--- config.mk ---
export PLATFORM = sky130hd
export DESIGN_NAME = e1_ssm_code_transceiver
export DESIGN_NICKNAME = d
export VERILOG_FILES = /design/src/common/ssm_pkg.sv /design/src/hw/e1_ssm_code_transceiver.sv /design/src/hw/ssm_code_filter.sv
export VERILOG_INCLUDE_DIRS = /design/src /design/src/common
export SDC_FILE = /design/constraint.sdc
export NUM_CORES = 1
export LEC_CHECK = 0
export ABC_AREA = 1
export BUFFER_PORTS_ARGS = -buffer_cell sky130_fd_sc_hd__buf_2
export CELL_PAD_IN_SITES_DETAIL_PLACEMENT = 1
export CELL_PAD_IN_SITES_GLOBAL_PLACEMENT = 1
export CORE_MARGIN = 3
export CORE_UTILIZATION = 39
export CTS_CLUSTER_SIZE = 40
export DETAILED_ROUTE_END_ITERATION = 10
export HOLD_SLACK_MARGIN = 0.02
export PLACE_DENSITY = 0.85
export SLEW_MARGIN = 20
export SYNTH_ARGS = -nofsm -noshare
export SYNTH_HDL_FRONTEND = slang
export SYNTH_SLANG_ARGS = --single-unit
--- constraint.sdc ---
create_clock -name aclk -period 2.2 [get_ports aclk]
set_input_delay 0.33 -clock aclk [delete_from_list [all_inputs] [get_ports aclk]]
set_output_delay 0.33 -clock aclk [all_outputs]
set_load 0.01 [all_outputs]
--- src/common/ssm_consts.svh ---
// Register indices, field positions, reset values and fixed counts of the
// E1 synchronization status code unit.
// Assumes inclusion by bare name from the design files.
`ifndef SSM_CONSTS_SVH
`define SSM_CONSTS_SVH

// Register indices; byte address is four times the index
`define SSM_IDX_CONTROL 10'h170
`define SSM_IDX_HISTORY 10'h171
`define SSM_IDX_EXPECT1 10'h172
`define SSM_IDX_EXPECT2 10'h173
`define SSM_IDX_EXPECT3 10'h174
`define SSM_IDX_TX_CODE 10'h175
`define SSM_IDX_REPEAT 10'h176
`define SSM_IDX_STATUS 10'h180
`define SSM_IDX_SLOT_EN 10'h181

// Control register fields
`define CTL_SRC_BIT 7
`define CTL_MF_HI 6
`define CTL_MF_LO 5
`define CTL_RXEN_BIT 4
`define CTL_RST_BIT 3
`define CTL_RF_HI 2
`define CTL_RF_LO 1
`define CTL_SEND_BIT 0
`define CTL_STORE_MASK 8'hf6

// Status register fields (sticky, write one to clear)
`define ST_RX_ALARM 0
`define ST_CHANGE 1
`define ST_MATCH1 2
`define ST_RESERVED 5
`define ST_WIDTH 6

// Reset values
`define RST_CONTROL 8'h00
`define RST_EXPECT 4'h0
`define RST_TX_CODE 4'h0
`define RST_REPEAT 8'h01
`define RST_SLOT_EN 5'h01
`define RST_HISTORY 8'h00

// Quality codes
`define QL_UNKNOWN 4'h0
`define QL_PRIMARY 4'h2
`define QL_SSU_A 4'h4
`define QL_SSU_B 4'h8
`define QL_EQUIPMENT 4'hb
`define QL_DO_NOT_USE 4'hf

// Consecutive pattern counts for filter settings 00, 01, 10, 11
`define FILT_COUNT0 3'h1
`define FILT_COUNT1 3'h3
`define FILT_COUNT2 3'h5
`define FILT_COUNT3 3'h7

// Bus responses
`define RESP_OKAY 2'b00
`define RESP_SLVERR 2'b10

`endif

--- src/common/ssm_pkg.sv ---
// Types shared by the status code unit and its surroundings.
// Assumes the framer supplies one frame strobe per E1 frame on aclk.
package ssm_pkg;

  // Per-frame overhead from the framer; frame_num 0..15 within the CRC multiframe
  typedef struct packed {
    logic frame_tick;
    logic [3:0] frame_num;
    logic [4:0] sa_rx;
    logic si_rx;
    logic [4:0] sa_tx_in;
    logic si_tx_in;
  } frame_side_t;

  // Overhead bits handed back to the transmit framer
  typedef struct packed {
    logic [4:0] sa_tx;
    logic si_tx;
  } tx_side_t;

  typedef enum logic [1:0] {TX_PASS, TX_ALIGN, TX_SEND, TX_ONES} tx_state_t;

  typedef enum logic [3:0] {
    SEL_NONE, SEL_CONTROL, SEL_HISTORY, SEL_EXPECT1, SEL_EXPECT2, SEL_EXPECT3,
    SEL_TX_CODE, SEL_REPEAT, SEL_STATUS, SEL_SLOT_EN
  } reg_sel_t;

endpackage

--- src/hw/e1_ssm_code_transceiver.sv ---
// E1 synchronization status code unit: inserts a 4-bit quality code into
// a national or international overhead bit and qualifies the received code.
// Assumes an AXI4-Lite master on aclk and a framer giving frame strobes.
//
// Overview of operation
// RULE1: Code rides one Sa4..Sa8 bit or Si.
// RULE2: Send code MSB first from frame 2.
// RULE3: Four-bit quality codes; others are reserved.
// RULE4: Source bit 7 picks national or Si.
// RULE5: Inserted code overrides ordinary national bit content.
// RULE6: Software enables one national slot at most.
// RULE7: Software enables CRC multiframe before Si.
// RULE8: Match filter bits 6:5 need 0/3/5/7; code uses 1/3/5/7.
// RULE9: Receiver monitors only while bit 4 set.
// RULE10: Reset bit 3 restores defaults, self clears.
// RULE11: Receive filter bits 2:1 need 0/3/5/7; code uses 1/3/5/7.
// RULE12: Send bit 0 starts code, self clears.
// RULE13: Qualified code to 3:0, prior to 7:4.
// RULE14: Compare qualified code with first expected code.
// RULE15: Three expected codes, each with alarm.
// RULE16: Changed qualified code raises change alarm.
// RULE17: Repeat count sets sends; zero is continuous.
// RULE18: Transmit code held in bits 3:0.
// RULE19: Different code restarts consecutive pattern counters.
// RULE20: After last repeat, selected bit sends ones.
`timescale 1ns/100ps
`include "ssm_consts.svh"

module e1_ssm_code_transceiver #(
  parameter int AW = 12
) (
  // Clock and reset
  input wire logic aclk,
  input wire logic aresetn,
  // AXI4-Lite write address and data
  input wire logic [AW-1:0] awaddr,
  input wire logic awvalid,
  output logic awready,
  input wire logic [31:0] wdata,
  input wire logic [3:0] wstrb,
  input wire logic wvalid,
  output logic wready,
  // AXI4-Lite write response
  output logic [1:0] bresp,
  output logic bvalid,
  input wire logic bready,
  // AXI4-Lite read
  input wire logic [AW-1:0] araddr,
  input wire logic arvalid,
  output logic arready,
  output logic [31:0] rdata,
  output logic [1:0] rresp,
  output logic rvalid,
  input wire logic rready,
  // Framer overhead
  input wire ssm_pkg::frame_side_t frame_in,
  output ssm_pkg::tx_side_t tx_out
);
  import ssm_pkg::*;

  logic [AW-1:0] aw_addr_r;
  logic aw_full_r;
  logic [7:0] w_data_r;
  logic w_lane_r;
  logic w_full_r;
  logic wr_do;
  reg_sel_t wr_sel;
  logic code_reset;
  logic send_req;
  logic [7:0] control_r;
  logic [3:0] expect_r [3];
  logic [3:0] tx_code_r;
  logic [7:0] repeat_r;
  logic [4:0] slot_en_r;
  logic [7:0] history_r;
  logic [`ST_WIDTH-1:0] status_r;
  logic [`ST_WIDTH-1:0] status_set;
  tx_state_t tx_state_r;
  logic [3:0] tx_word_r;
  logic [7:0] tx_left_r;
  logic tx_cont_r;
  logic slot;
  logic [1:0] pos;
  logic ins_bit;
  logic rx_bit;
  logic [2:0] rx_shift_r;
  logic rx_run_r;
  logic rx_stb_r;
  logic [3:0] rx_code_r;
  logic rx_pass;
  logic [3:0] rx_pass_code;
  logic match_pass;
  logic [3:0] match_code;

  // Register select from a byte address; low two bits ignored
  function automatic reg_sel_t decode(input logic [AW-1:0] a);
    case (a[11:2])
      `SSM_IDX_CONTROL: decode = SEL_CONTROL;
      `SSM_IDX_HISTORY: decode = SEL_HISTORY;
      `SSM_IDX_EXPECT1: decode = SEL_EXPECT1;
      `SSM_IDX_EXPECT2: decode = SEL_EXPECT2;
      `SSM_IDX_EXPECT3: decode = SEL_EXPECT3;
      `SSM_IDX_TX_CODE: decode = SEL_TX_CODE;
      `SSM_IDX_REPEAT: decode = SEL_REPEAT;
      `SSM_IDX_STATUS: decode = SEL_STATUS;
      `SSM_IDX_SLOT_EN: decode = SEL_SLOT_EN;
      default: decode = SEL_NONE;
    endcase
  endfunction

  // Write address channel; held until the response is taken
  always_ff @(posedge aclk) begin
    if (!aresetn) begin
      aw_full_r <= 1'b0;
      awready <= 1'b0;
      aw_addr_r <= '0;
    end else if (awvalid && awready) begin
      aw_full_r <= 1'b1;
      awready <= 1'b0;
      aw_addr_r <= awaddr;
    end else if (bvalid && bready) begin
      aw_full_r <= 1'b0;
      awready <= 1'b1;
    end else if (!aw_full_r) begin
      awready <= 1'b1;
    end
  end

  // Write data channel; only byte lane 0 carries register data
  always_ff @(posedge aclk) begin
    if (!aresetn) begin
      w_full_r <= 1'b0;
      wready <= 1'b0;
      w_data_r <= 8'h00;
      w_lane_r <= 1'b0;
    end else if (wvalid && wready) begin
      w_full_r <= 1'b1;
      wready <= 1'b0;
      w_data_r <= wdata[7:0];
      w_lane_r <= wstrb[0];
    end else if (bvalid && bready) begin
      w_full_r <= 1'b0;
      wready <= 1'b1;
    end else if (!w_full_r) begin
      wready <= 1'b1;
    end
  end

  assign wr_do = aw_full_r && w_full_r && !bvalid;
  assign wr_sel = decode(aw_addr_r);
  // RULE10: reset pulse
  assign code_reset = wr_do && w_lane_r && wr_sel == SEL_CONTROL && w_data_r[`CTL_RST_BIT];
  // RULE12: send pulse, reset wins
  assign send_req = wr_do && w_lane_r && wr_sel == SEL_CONTROL && w_data_r[`CTL_SEND_BIT]
                    && !w_data_r[`CTL_RST_BIT];

  // Write response once both halves are in
  always_ff @(posedge aclk) begin
    if (!aresetn) begin
      bvalid <= 1'b0;
      bresp <= `RESP_OKAY;
    end else if (wr_do) begin
      bvalid <= 1'b1;
      bresp <= (wr_sel == SEL_NONE) ? `RESP_SLVERR : `RESP_OKAY;
    end else if (bready) begin
      bvalid <= 1'b0;
    end
  end

  // Software registers; the code unit reset spares the status bits
  always_ff @(posedge aclk) begin
    if (!aresetn || code_reset) begin
      control_r <= `RST_CONTROL;
      expect_r[0] <= `RST_EXPECT;
      expect_r[1] <= `RST_EXPECT;
      expect_r[2] <= `RST_EXPECT;
      tx_code_r <= `RST_TX_CODE;
      repeat_r <= `RST_REPEAT;
      slot_en_r <= `RST_SLOT_EN;
    end else if (wr_do && w_lane_r) begin
      case (wr_sel)
        // RULE12: strobe bits are not stored
        SEL_CONTROL: control_r <= w_data_r & `CTL_STORE_MASK;
        SEL_EXPECT1: expect_r[0] <= w_data_r[3:0];
        SEL_EXPECT2: expect_r[1] <= w_data_r[3:0];
        SEL_EXPECT3: expect_r[2] <= w_data_r[3:0];
        // RULE18: code in low nibble
        SEL_TX_CODE: tx_code_r <= w_data_r[3:0];
        SEL_REPEAT: repeat_r <= w_data_r;
        SEL_SLOT_EN: slot_en_r <= w_data_r[4:0];
        default: ;
      endcase
    end
  end

  // Read channel; registered data, one item at a time
  always_ff @(posedge aclk) begin
    if (!aresetn) begin
      arready <= 1'b0;
      rvalid <= 1'b0;
      rdata <= 32'h0000_0000;
      rresp <= `RESP_OKAY;
    end else if (arvalid && arready) begin
      arready <= 1'b0;
      rvalid <= 1'b1;
      rresp <= (decode(araddr) == SEL_NONE) ? `RESP_SLVERR : `RESP_OKAY;
      case (decode(araddr))
        SEL_CONTROL: rdata <= {24'h000000, control_r};
        SEL_HISTORY: rdata <= {24'h000000, history_r};
        SEL_EXPECT1: rdata <= {28'h0000000, expect_r[0]};
        SEL_EXPECT2: rdata <= {28'h0000000, expect_r[1]};
        SEL_EXPECT3: rdata <= {28'h0000000, expect_r[2]};
        SEL_TX_CODE: rdata <= {28'h0000000, tx_code_r};
        SEL_REPEAT: rdata <= {24'h000000, repeat_r};
        SEL_STATUS: rdata <= {26'h0, status_r};
        SEL_SLOT_EN: rdata <= {27'h0, slot_en_r};
        default: rdata <= 32'h0000_0000;
      endcase
    end else if (rvalid && rready) begin
      rvalid <= 1'b0;
      arready <= 1'b1;
    end else if (!rvalid) begin
      arready <= 1'b1;
    end
  end

  // RULE2: odd frame index carries code bits, index 1 is frame 2
  assign slot = frame_in.frame_tick && frame_in.frame_num[0];
  assign pos = frame_in.frame_num[2:1];

  // Transmit sequencer
  always_ff @(posedge aclk) begin
    if (!aresetn || code_reset) begin
      tx_state_r <= TX_PASS;
      tx_word_r <= 4'h0;
      tx_left_r <= 8'h00;
      tx_cont_r <= 1'b0;
    end else if (send_req) begin
      // RULE12: latch code and count
      tx_state_r <= TX_ALIGN;
      tx_word_r <= tx_code_r;
      tx_left_r <= repeat_r;
      tx_cont_r <= repeat_r == 8'h00;
    end else if (slot) begin
      case (tx_state_r)
        TX_ALIGN: begin
          if (pos == 2'd0) begin
            tx_state_r <= TX_SEND;
          end
        end
        TX_SEND: begin
          // RULE17: count whole codes, zero runs forever
          if (pos == 2'd3 && !tx_cont_r) begin
            tx_left_r <= tx_left_r - 8'h01;
            // RULE20: then all ones
            if (tx_left_r == 8'h01) begin
              tx_state_r <= TX_ONES;
            end
          end
        end
        default: ;
      endcase
    end
  end

  // RULE2: bit for this slot, MSB at position 0
  always_comb begin
    ins_bit = 1'b1;
    if (tx_state_r == TX_SEND || (tx_state_r == TX_ALIGN && pos == 2'd0)) begin
      ins_bit = tx_word_r[2'd3 - pos];
    end
  end

  // Overhead output, updated once per frame
  always_ff @(posedge aclk) begin
    if (!aresetn) begin
      tx_out <= '{sa_tx: 5'h1f, si_tx: 1'b1};
    end else if (frame_in.frame_tick) begin
      tx_out.sa_tx <= frame_in.sa_tx_in;
      tx_out.si_tx <= frame_in.si_tx_in;
      if (slot && tx_state_r != TX_PASS) begin
        // RULE4: source bit picks the carrier
        if (control_r[`CTL_SRC_BIT]) begin
          // RULE7: Si path relies on CRC multiframe being set up
          tx_out.si_tx <= ins_bit;
        end else begin
          // RULE5: override enabled national slots
          // RULE1: any of Sa4..Sa8
          tx_out.sa_tx <= (frame_in.sa_tx_in & ~slot_en_r) | (slot_en_r & {5{ins_bit}});
        end
      end
    end
  end

  // RULE6: lowest enabled national slot is the receive carrier
  always_comb begin
    rx_bit = frame_in.sa_rx[0];
    for (int i = 4; i >= 0; i--) begin
      if (slot_en_r[i]) begin
        rx_bit = frame_in.sa_rx[i];
      end
    end
    // RULE4: same source select on receive
    if (control_r[`CTL_SRC_BIT]) begin
      rx_bit = frame_in.si_rx;
    end
  end

  // Receive nibble assembly; a nibble counts only if seen from its MSB
  always_ff @(posedge aclk) begin
    if (!aresetn || code_reset) begin
      rx_shift_r <= 3'h0;
      rx_run_r <= 1'b0;
      rx_stb_r <= 1'b0;
      rx_code_r <= 4'h0;
    end else begin
      rx_stb_r <= 1'b0;
      // RULE9: only while enabled
      if (!control_r[`CTL_RXEN_BIT]) begin
        rx_run_r <= 1'b0;
      end else if (slot) begin
        rx_shift_r <= {rx_shift_r[1:0], rx_bit};
        // A run opens on the MSB slot and closes after the LSB slot
        rx_run_r <= (pos == 2'd0) || (rx_run_r && pos != 2'd3);
        if (pos == 2'd3 && rx_run_r) begin
          rx_stb_r <= 1'b1;
          rx_code_r <= {rx_shift_r, rx_bit};
        end
      end
    end
  end

  // RULE11: receive filter
  ssm_code_filter #(.CW(4), .NW(3)) u_rx_filter (
    .aclk(aclk),
    .aresetn(aresetn),
    .clear(code_reset),
    .setting(control_r[`CTL_RF_HI:`CTL_RF_LO]),
    .code_stb(rx_stb_r),
    .code(rx_code_r),
    .pass(rx_pass),
    .pass_code(rx_pass_code)
  );

  // RULE8: shared match filter
  ssm_code_filter #(.CW(4), .NW(3)) u_match_filter (
    .aclk(aclk),
    .aresetn(aresetn),
    .clear(code_reset),
    .setting(control_r[`CTL_MF_HI:`CTL_MF_LO]),
    .code_stb(rx_stb_r),
    .code(rx_code_r),
    .pass(match_pass),
    .pass_code(match_code)
  );

  // RULE13: code history shift
  always_ff @(posedge aclk) begin
    if (!aresetn || code_reset) begin
      history_r <= `RST_HISTORY;
    end else if (rx_pass) begin
      history_r <= {history_r[3:0], rx_pass_code};
    end
  end

  // Alarm events of this cycle
  always_comb begin
    status_set = '0;
    status_set[`ST_RX_ALARM] = rx_pass;
    // RULE16: change of status
    status_set[`ST_CHANGE] = rx_pass && rx_pass_code != history_r[3:0];
    // RULE3: codes outside the defined set are reserved
    status_set[`ST_RESERVED] = rx_pass && rx_pass_code != `QL_UNKNOWN
      && rx_pass_code != `QL_PRIMARY && rx_pass_code != `QL_SSU_A
      && rx_pass_code != `QL_SSU_B && rx_pass_code != `QL_EQUIPMENT
      && rx_pass_code != `QL_DO_NOT_USE;
    // RULE14: compare with expected codes
    // RULE15: one alarm per expected code
    for (int m = 0; m < 3; m++) begin
      status_set[`ST_MATCH1 + m] = match_pass && match_code == expect_r[m];
    end
  end

  // Sticky alarms; write one clears, a new event wins
  always_ff @(posedge aclk) begin
    if (!aresetn) begin
      status_r <= '0;
    end else if (wr_do && w_lane_r && wr_sel == SEL_STATUS) begin
      status_r <= (status_r & ~w_data_r[`ST_WIDTH-1:0]) | status_set;
    end else begin
      status_r <= status_r | status_set;
    end
  end
endmodule

--- src/hw/ssm_code_filter.sv ---
// Consecutive pattern qualifier for received 4-bit status codes.
// Assumes code strobes and the clear pulse come from logic on aclk.
`timescale 1ns/100ps
`include "ssm_consts.svh"

module ssm_code_filter #(
  parameter int CW = 4,
  parameter int NW = 3
) (
  // Clock and reset
  input wire logic aclk,
  input wire logic aresetn,
  // Control
  input wire logic clear,
  input wire logic [1:0] setting,
  // Incoming codes
  input wire logic code_stb,
  input wire logic [CW-1:0] code,
  // Qualified code
  output logic pass,
  output logic [CW-1:0] pass_code
);
  import ssm_pkg::*;

  logic [NW-1:0] cnt_r;
  logic [NW-1:0] cnt_nxt;
  logic [CW-1:0] cand_r;
  logic [NW-1:0] need;

  // Count of identical patterns required by a filter setting
  function automatic logic [NW-1:0] need_count(input logic [1:0] s);
    case (s)
      2'b00: need_count = NW'(`FILT_COUNT0);
      2'b01: need_count = NW'(`FILT_COUNT1);
      2'b10: need_count = NW'(`FILT_COUNT2);
      default: need_count = NW'(`FILT_COUNT3);
    endcase
  endfunction

  assign need = need_count(setting);

  // A different code restarts the run at one
  always_comb begin
    cnt_nxt = cnt_r;
    if (code_stb) begin
      if (code != cand_r || cnt_r == '0) begin
        cnt_nxt = NW'(1);
      end else if (cnt_r < need) begin
        cnt_nxt = cnt_r + NW'(1);
      end
    end
  end

  // Run counter and candidate code
  always_ff @(posedge aclk) begin
    if (!aresetn || clear) begin
      cnt_r <= '0;
      cand_r <= '0;
    end else if (code_stb) begin
      cnt_r <= cnt_nxt;
      cand_r <= code;
    end
  end

  // Pass fires once, when the run first reaches the required length
  always_ff @(posedge aclk) begin
    if (!aresetn || clear) begin
      pass <= 1'b0;
      pass_code <= '0;
    end else begin
      pass <= code_stb && cnt_nxt == need && (cnt_r != need || code != cand_r);
      if (code_stb) begin
        pass_code <= code;
      end
    end
  end
endmodule

# Word-level counts from Yosys, hierarchy flattened
# Memories as Yosys holds them, arrays and structs flattened.
# Index checks and enable logic that the tools add are counted.
dict set report word_totals {
  ff_bits 143
  ram_bits 12
  inputBits 84
  out_inout_bits 47
  elab_cells 271
  memories 1
}
dict set report op_classes {
  n_addsub 4
  order_cmp 3
  eq_ne 67
  mux 69
  bitwise 14
  reduce_logical 78
}
# memory words word_bits rd rd_ports_with_merged_regs write_ports line
set mem_list {}
lappend mem_list {expect_r 3 4 3 0 3 e1_ssm_code_transceiver.sv:71} ;# logic [3:0] expect_r [3];
# cell n
set ops {}
lappend ops {{$eq 10x9->1 const B} 18}
lappend ops {{$pmux 4 s9} 2}
lappend ops {{$pmux 8 s9} 1}
lappend ops {{$mux 1} 39}
lappend ops {{$logic_and 1x1->1} 33}
lappend ops {{$eq 4x3->1 const B} 8}
lappend ops {{$mux 8} 4}
lappend ops {{$mux 4} 5}
lappend ops {{$mux 3} 6}
lappend ops {{$pmux 3 s3} 2}
lappend ops {{$reduce_bool 2->1} 9}
lappend ops {{$eq 4x4->1 const B} 4}
lappend ops {{$eq 4x2->1 const B} 3}
lappend ops {{$eq 4x4->1} 3}
lappend ops {{$mux 6} 2}
lappend ops {{$ne 4x4->1 const B} 3}
lappend ops {{$or 6x6->6} 2}
lappend ops {{$and 5x5->5} 2}
lappend ops {{$mux 2} 5}
lappend ops {{$reduce_and 2->1} 5}
lappend ops {{$reduce_and 5->1} 2}
lappend ops {{$reduce_or 2->1} 5}
lappend ops {{$ne 3x3->1 const B} 3}
lappend ops {{$eq 2x2->1 const B} 4}
lappend ops {{34 further kinds} 65}

# Logic depth before layout (Yosys ltp)
dict set report logic_depth {
  word_depth 9
  ltp_mapped 14
  mapped_depth_nobuf 14
}

# Cells and area by module
# From an unflattened synthesis, not the netlist that was laid out.
dict set report unflattened {
  cells_unflattened 1013
  hier_area_um2 7136.8
}
# module n_inst cells_each area_each_um2 seq_area_each_um2
set by_module_without_submodules {}
lappend by_module_without_submodules {e1_ssm_code_transceiver 1 845 6067.1 2422.3}
lappend by_module_without_submodules {{ssm_code_filter (u_match_filter)} 1 84 536.8 160.2}
lappend by_module_without_submodules {{ssm_code_filter (u_rx_filter)} 1 84 533.0 160.2}

# Worst setup path after synthesis
# Ideal clock, no wire load.
dict set report synth_path {
  path_type {register to register}
  from {register bvalid}
  to {memory expect_r[0][0] (enable)}
  setup_ns 0.361
  t_arrival_ns 1.324
  t_required_ns 1.839
  setup_slack_ns 0.515
  path_stages_with_launch 8
  path_buffers 0
  synth_period_minus_slack_ns 1.685
  cell_sequence {dfxtp_1 > inv_2 > nand3_2 > nor2_4 > nand3_4 > o21ai_4 > inv_2 > o21ai_0}
}
# element line
set synth_rtl {}
lappend synth_rtl {{start: declaration} e1_ssm_code_transceiver.sv:45} ;# output logic bvalid,
lappend synth_rtl {{start signal: assignment} e1_ssm_code_transceiver.sv:160} ;# bvalid <= 1'b0;
lappend synth_rtl {{start signal: assignment} e1_ssm_code_transceiver.sv:163} ;# bvalid <= 1'b1;
lappend synth_rtl {{start signal: assignment} e1_ssm_code_transceiver.sv:166} ;# bvalid <= 1'b0;
lappend synth_rtl {{end: declaration} e1_ssm_code_transceiver.sv:71}

# Final worst setup path
dict set report layout_path {
  from {register control_r[2]}
  to {register u_rx_filter.pass}
}
dict set report layout_via {
  elab_chain_cells 9
  word_cells_on_any_way 13
  classes_between {1 x order compare; 4 x eq/ne; 4 x mux; 4 x reduce/logical}
}
# element line
set layout_lines {}
lappend layout_lines {{start: declaration} e1_ssm_code_transceiver.sv:70} ;# logic [7:0] control_r;
lappend layout_lines {{start signal: assignment} e1_ssm_code_transceiver.sv:173} ;# control_r <= `RST_CONTROL;
lappend layout_lines {{start signal: assignment} e1_ssm_code_transceiver.sv:183} ;# SEL_CONTROL: control_r <= w_data_r & `CTL_STORE_MASK;
lappend layout_lines {{$eq 2x2->1, or another cell as far along} ssm_code_filter.sv:32} ;# case (s)
lappend layout_lines {{$pmux 3 s3 *} ssm_code_filter.sv:32}
lappend layout_lines {{$lt 3x3->1} ssm_code_filter.sv:48} ;# end else if (cnt_r < need) begin
lappend layout_lines {{$mux 3} ssm_code_filter.sv:48}
lappend layout_lines {{$mux 3} ssm_code_filter.sv:46} ;# if (code != cand_r || cnt_r == '0) begin
lappend layout_lines {{$mux 3} ssm_code_filter.sv:45} ;# if (code_stb) begin
lappend layout_lines {{$eq 3x3->1} ssm_code_filter.sv:71} ;# pass <= code_stb && cnt_nxt == need && (cnt_r != need || code != cand_r);
lappend layout_lines {{$logic_and 1x1->1} ssm_code_filter.sv:71}
lappend layout_lines {{$logic_and 1x1->1 *} ssm_code_filter.sv:71}
lappend layout_lines {{end signal: assignment} ssm_code_filter.sv:71}
lappend layout_lines {{end: declaration} ssm_code_filter.sv:20} ;# output logic pass,
# Every way passes the cells marked *; elsewhere a longest branch is shown, timed or not.
# A chain may end at the register's enable or synchronous reset.

==> summary.txt <==
Gpl congestion: 0.895
Clk pin slew, worst setup/hold paths: 0.06 ns
Min cycle time layout: 1.95 ns
Core ar.: 16700 um2
Slew at the pin closest to its max-slew limit: 0.621 ns
Final period util: 0.886
Hold_buf cts: 0
R2r startpoint: control_r[2]
Commonest cells in the netlist: nand2_1, dfxtp_1, inv_1
IO Port Bufs: 72
Cell taking the most area after synthesis: dfxtp_1
Final setup fails: 0
Syn avg cell area: 6.88 um2
Worst vdd ir: 529 uV
Hold path startpoint: awaddr[10]
Final hold violations: 0
Max-cap violations: 0
R2R setup slack: 0.25 ns
Most common cell in the netlist: nand2_1
CTS sink cnt: 127
Hold Path Stages: 3
N_diodes: 0
Sequential-to-total area share from yosys stat: 0.398
Die W: 137 um
Leak: 3.49 nW
RSZ-0062 raised after global routing: no
Largest buffer count on any clock path: 2
F_max: 513 MHz
Hold worst-path end: aw_addr_r[10]
Vias in the first global route: 6780
Layout net count: 1151
Synth top area cells: dfxtp_1, nand2_1, a21oi_1
Starting Density: 0.400
Clock skew: 0.00703 ns
Mapped Area: 6680 um2
Die H: 137 um
Setup TNS after final layout: 0 ns
Data arrival, critical path: 2.31 ns
Critical path class: register to register
Via count: 6738
Crit path required time: 2.56 ns
CTS tree: yes
Setup crit start kind: register
Post-route setup slack: 0.251 ns
EDFF count, synth: 12
Gr ovfl total: 0
First-pass GRT wire length: 33.7 mm
Pre-CTS setup slack: 0.246 ns
Reg2reg end: u_rx_filter.pass
#FFs+latches synth: 127
Largest net degree at the start of global routing: 46
Pins Over Slew Limit: 0
Detailed Routing Iterations Pass 1: 5
PwrDens: 715 nW/um2
Post-layout util: 0.470
Via density: 5.22
# IOs: 131
Post-CTS Setup Bufs: 0
Area share of the largest cell type after synthesis: 0.344
Netlist cell types: 40
DR WL/cell: 16.4 um
Slew margin rel.: 0.581
Yosys warning count: 0
Layout cell share with drive strength beyond 1: 0.136
H-tree Lvls: 4
Most used DFF post-synth: dfxtp_1
Hold Path Class: input pin to register
Final WL: 21.1 mm
Die area: 18700 um2
Outcome: finished, final reports clean
Drt first-iter violations: 445
Endpoint class of the critical path: register
Clock buffer count from CTS: 17
Root buffer cell: clkbuf_16
Post-Route Hold Slack: 0.161 ns
Ys async rst share: 0
Cts repair resizes: 0
Later-pin clock latency in the skew report: 0.42 ns
Area grow syn2layout: 17.5%
Worst Reg-to-Reg Cells: 13
DP HPWL: 15.6 mm
Post-Syn Instances: 971
Initial antenna violation count: 0
Max FO, Critical Path: 4
Row count: 47
GRT Total Usage: 0.229
Antenna viol nets, final: 0
Post-route DRC: 0
## metrics by stage
stage / instances / power (mW) / area (um2)
after floorplan: 996 / 2.71 / 6780
after global placement: 1258 / 2.81 / 7270
after detailed placement: 1258 / 2.83 / 7270
after CTS: 1290 / 5.63 / 7850
after global routing: 1290 / 5.79 / 7850
final: 1290 / 5.61 / 7850
## worst max path at each step
stage | cells past startpoint | slack, ns | end | from
final | 13 | 0.25 | u_rx_filter.pass | control_r[2]
after global routing | 13 | 0.03 | u_rx_filter.pass | control_r[2]
after CTS | 13 | 0.23 | u_rx_filter.pass | control_r[2]
after detailed placement | 13 | 0.25 | u_rx_filter.pass | control_r[2]
after global placement | 7 | 0.42 | expect_r[0][0] | aw_addr_r[2]
after floorplan | 7 | 0.51 | expect_r[0][0] | bvalid
## cells in the final DEF, fill, tap and decap left out, types with 5 or more instances in the layout
cell	count
nand2_1	266
a211oi_1	13
clkbuf_16	17
xor2_1	12
nand4_1	32
a21oi_1	91
inv_1	112
conb_1	26
buf_4	25
dfxtp_1	115
nor2_1	87
o21ai_0	52
xnor2_1	5
ha_1	10
buf_2	72
edfxtp_1	12
nand3_1	62
clkinv_2	5
## routing by layer
metal | up-vias | wire length (um) | share of wire | track usage
li1 | 3303 | - | - | -
met1 | 3216 | 9340 | 0.44 | 0.288
met2 | 188 | 10300 | 0.49 | 0.400
met3 | 31 | 1200 | 0.057 | 0.0478
met4 | 0 | 338 | 0.016 | 0.0604
met5 | - | 0 | 0 | 0
## critical path, stage by stage (launching register included)
cell,delay (ns)
dfxtp_1,0.38
inv_1,0.08
ha_1,0.31
nand2_1,0.07
inv_1,0.04
nor2_1,0.21
nand2_1,0.14
o21ai_0,0.21
inv_1,0.09
nand2_1,0.10
nand2_1,0.06
nand2_1,0.06
nand3_1,0.06
nor2_1,0.09
## cells by family (layout without fill, tap and decap cells)
family,Yosys count,in the layout,share of synthesized area
flip-flops,127,127,0.398
adder cells (fa/ha/maj),10,10,0.0187
XOR/XNOR,17,17,0.0223
other,1,26,0.000561
AO/OA/AOI/OAI,174,174,0.143
AND/OR/NAND/NOR,469,469,0.301
multiplexers,1,1,0.00150
buffers and inverters,172,246,0.115
## registers in the layout, indices dropped and copies added (netlist names), 4 cells and up
signal / count
expect_r: 12
aw_addr_r: 10
history_r: 8
rdata: 8
repeat_r: 8
tx_left_r: 8
w_data_r: 8
control_r: 6
status_r: 6
tx_out: 6
slot_en_r: 5
rx_code_r: 4
tx_code_r: 4
tx_word_r: 4
u_rx_filter.pass_code: 4
## area by class of cell
class	count	area, um2
Sequential cell	127	2660
Tap cell	220	275
Timing Repair Buffer	97	548
Multi-Input combinational cell	697	3350
Inverter	117	439
Clock inverter	13	146
Clock buffer	19	433
Fill cell	2226	8850
## power breakdown
group	total [mW]	internal, mW	switching [mW]	leakage (nW)
combinational	0.353	0.111	0.242	2.15
sequential	2.43	2.39	0.0460	1.06
clock	2.83	1.76	1.06	0.281
Power figures use the tool's default switching activity.
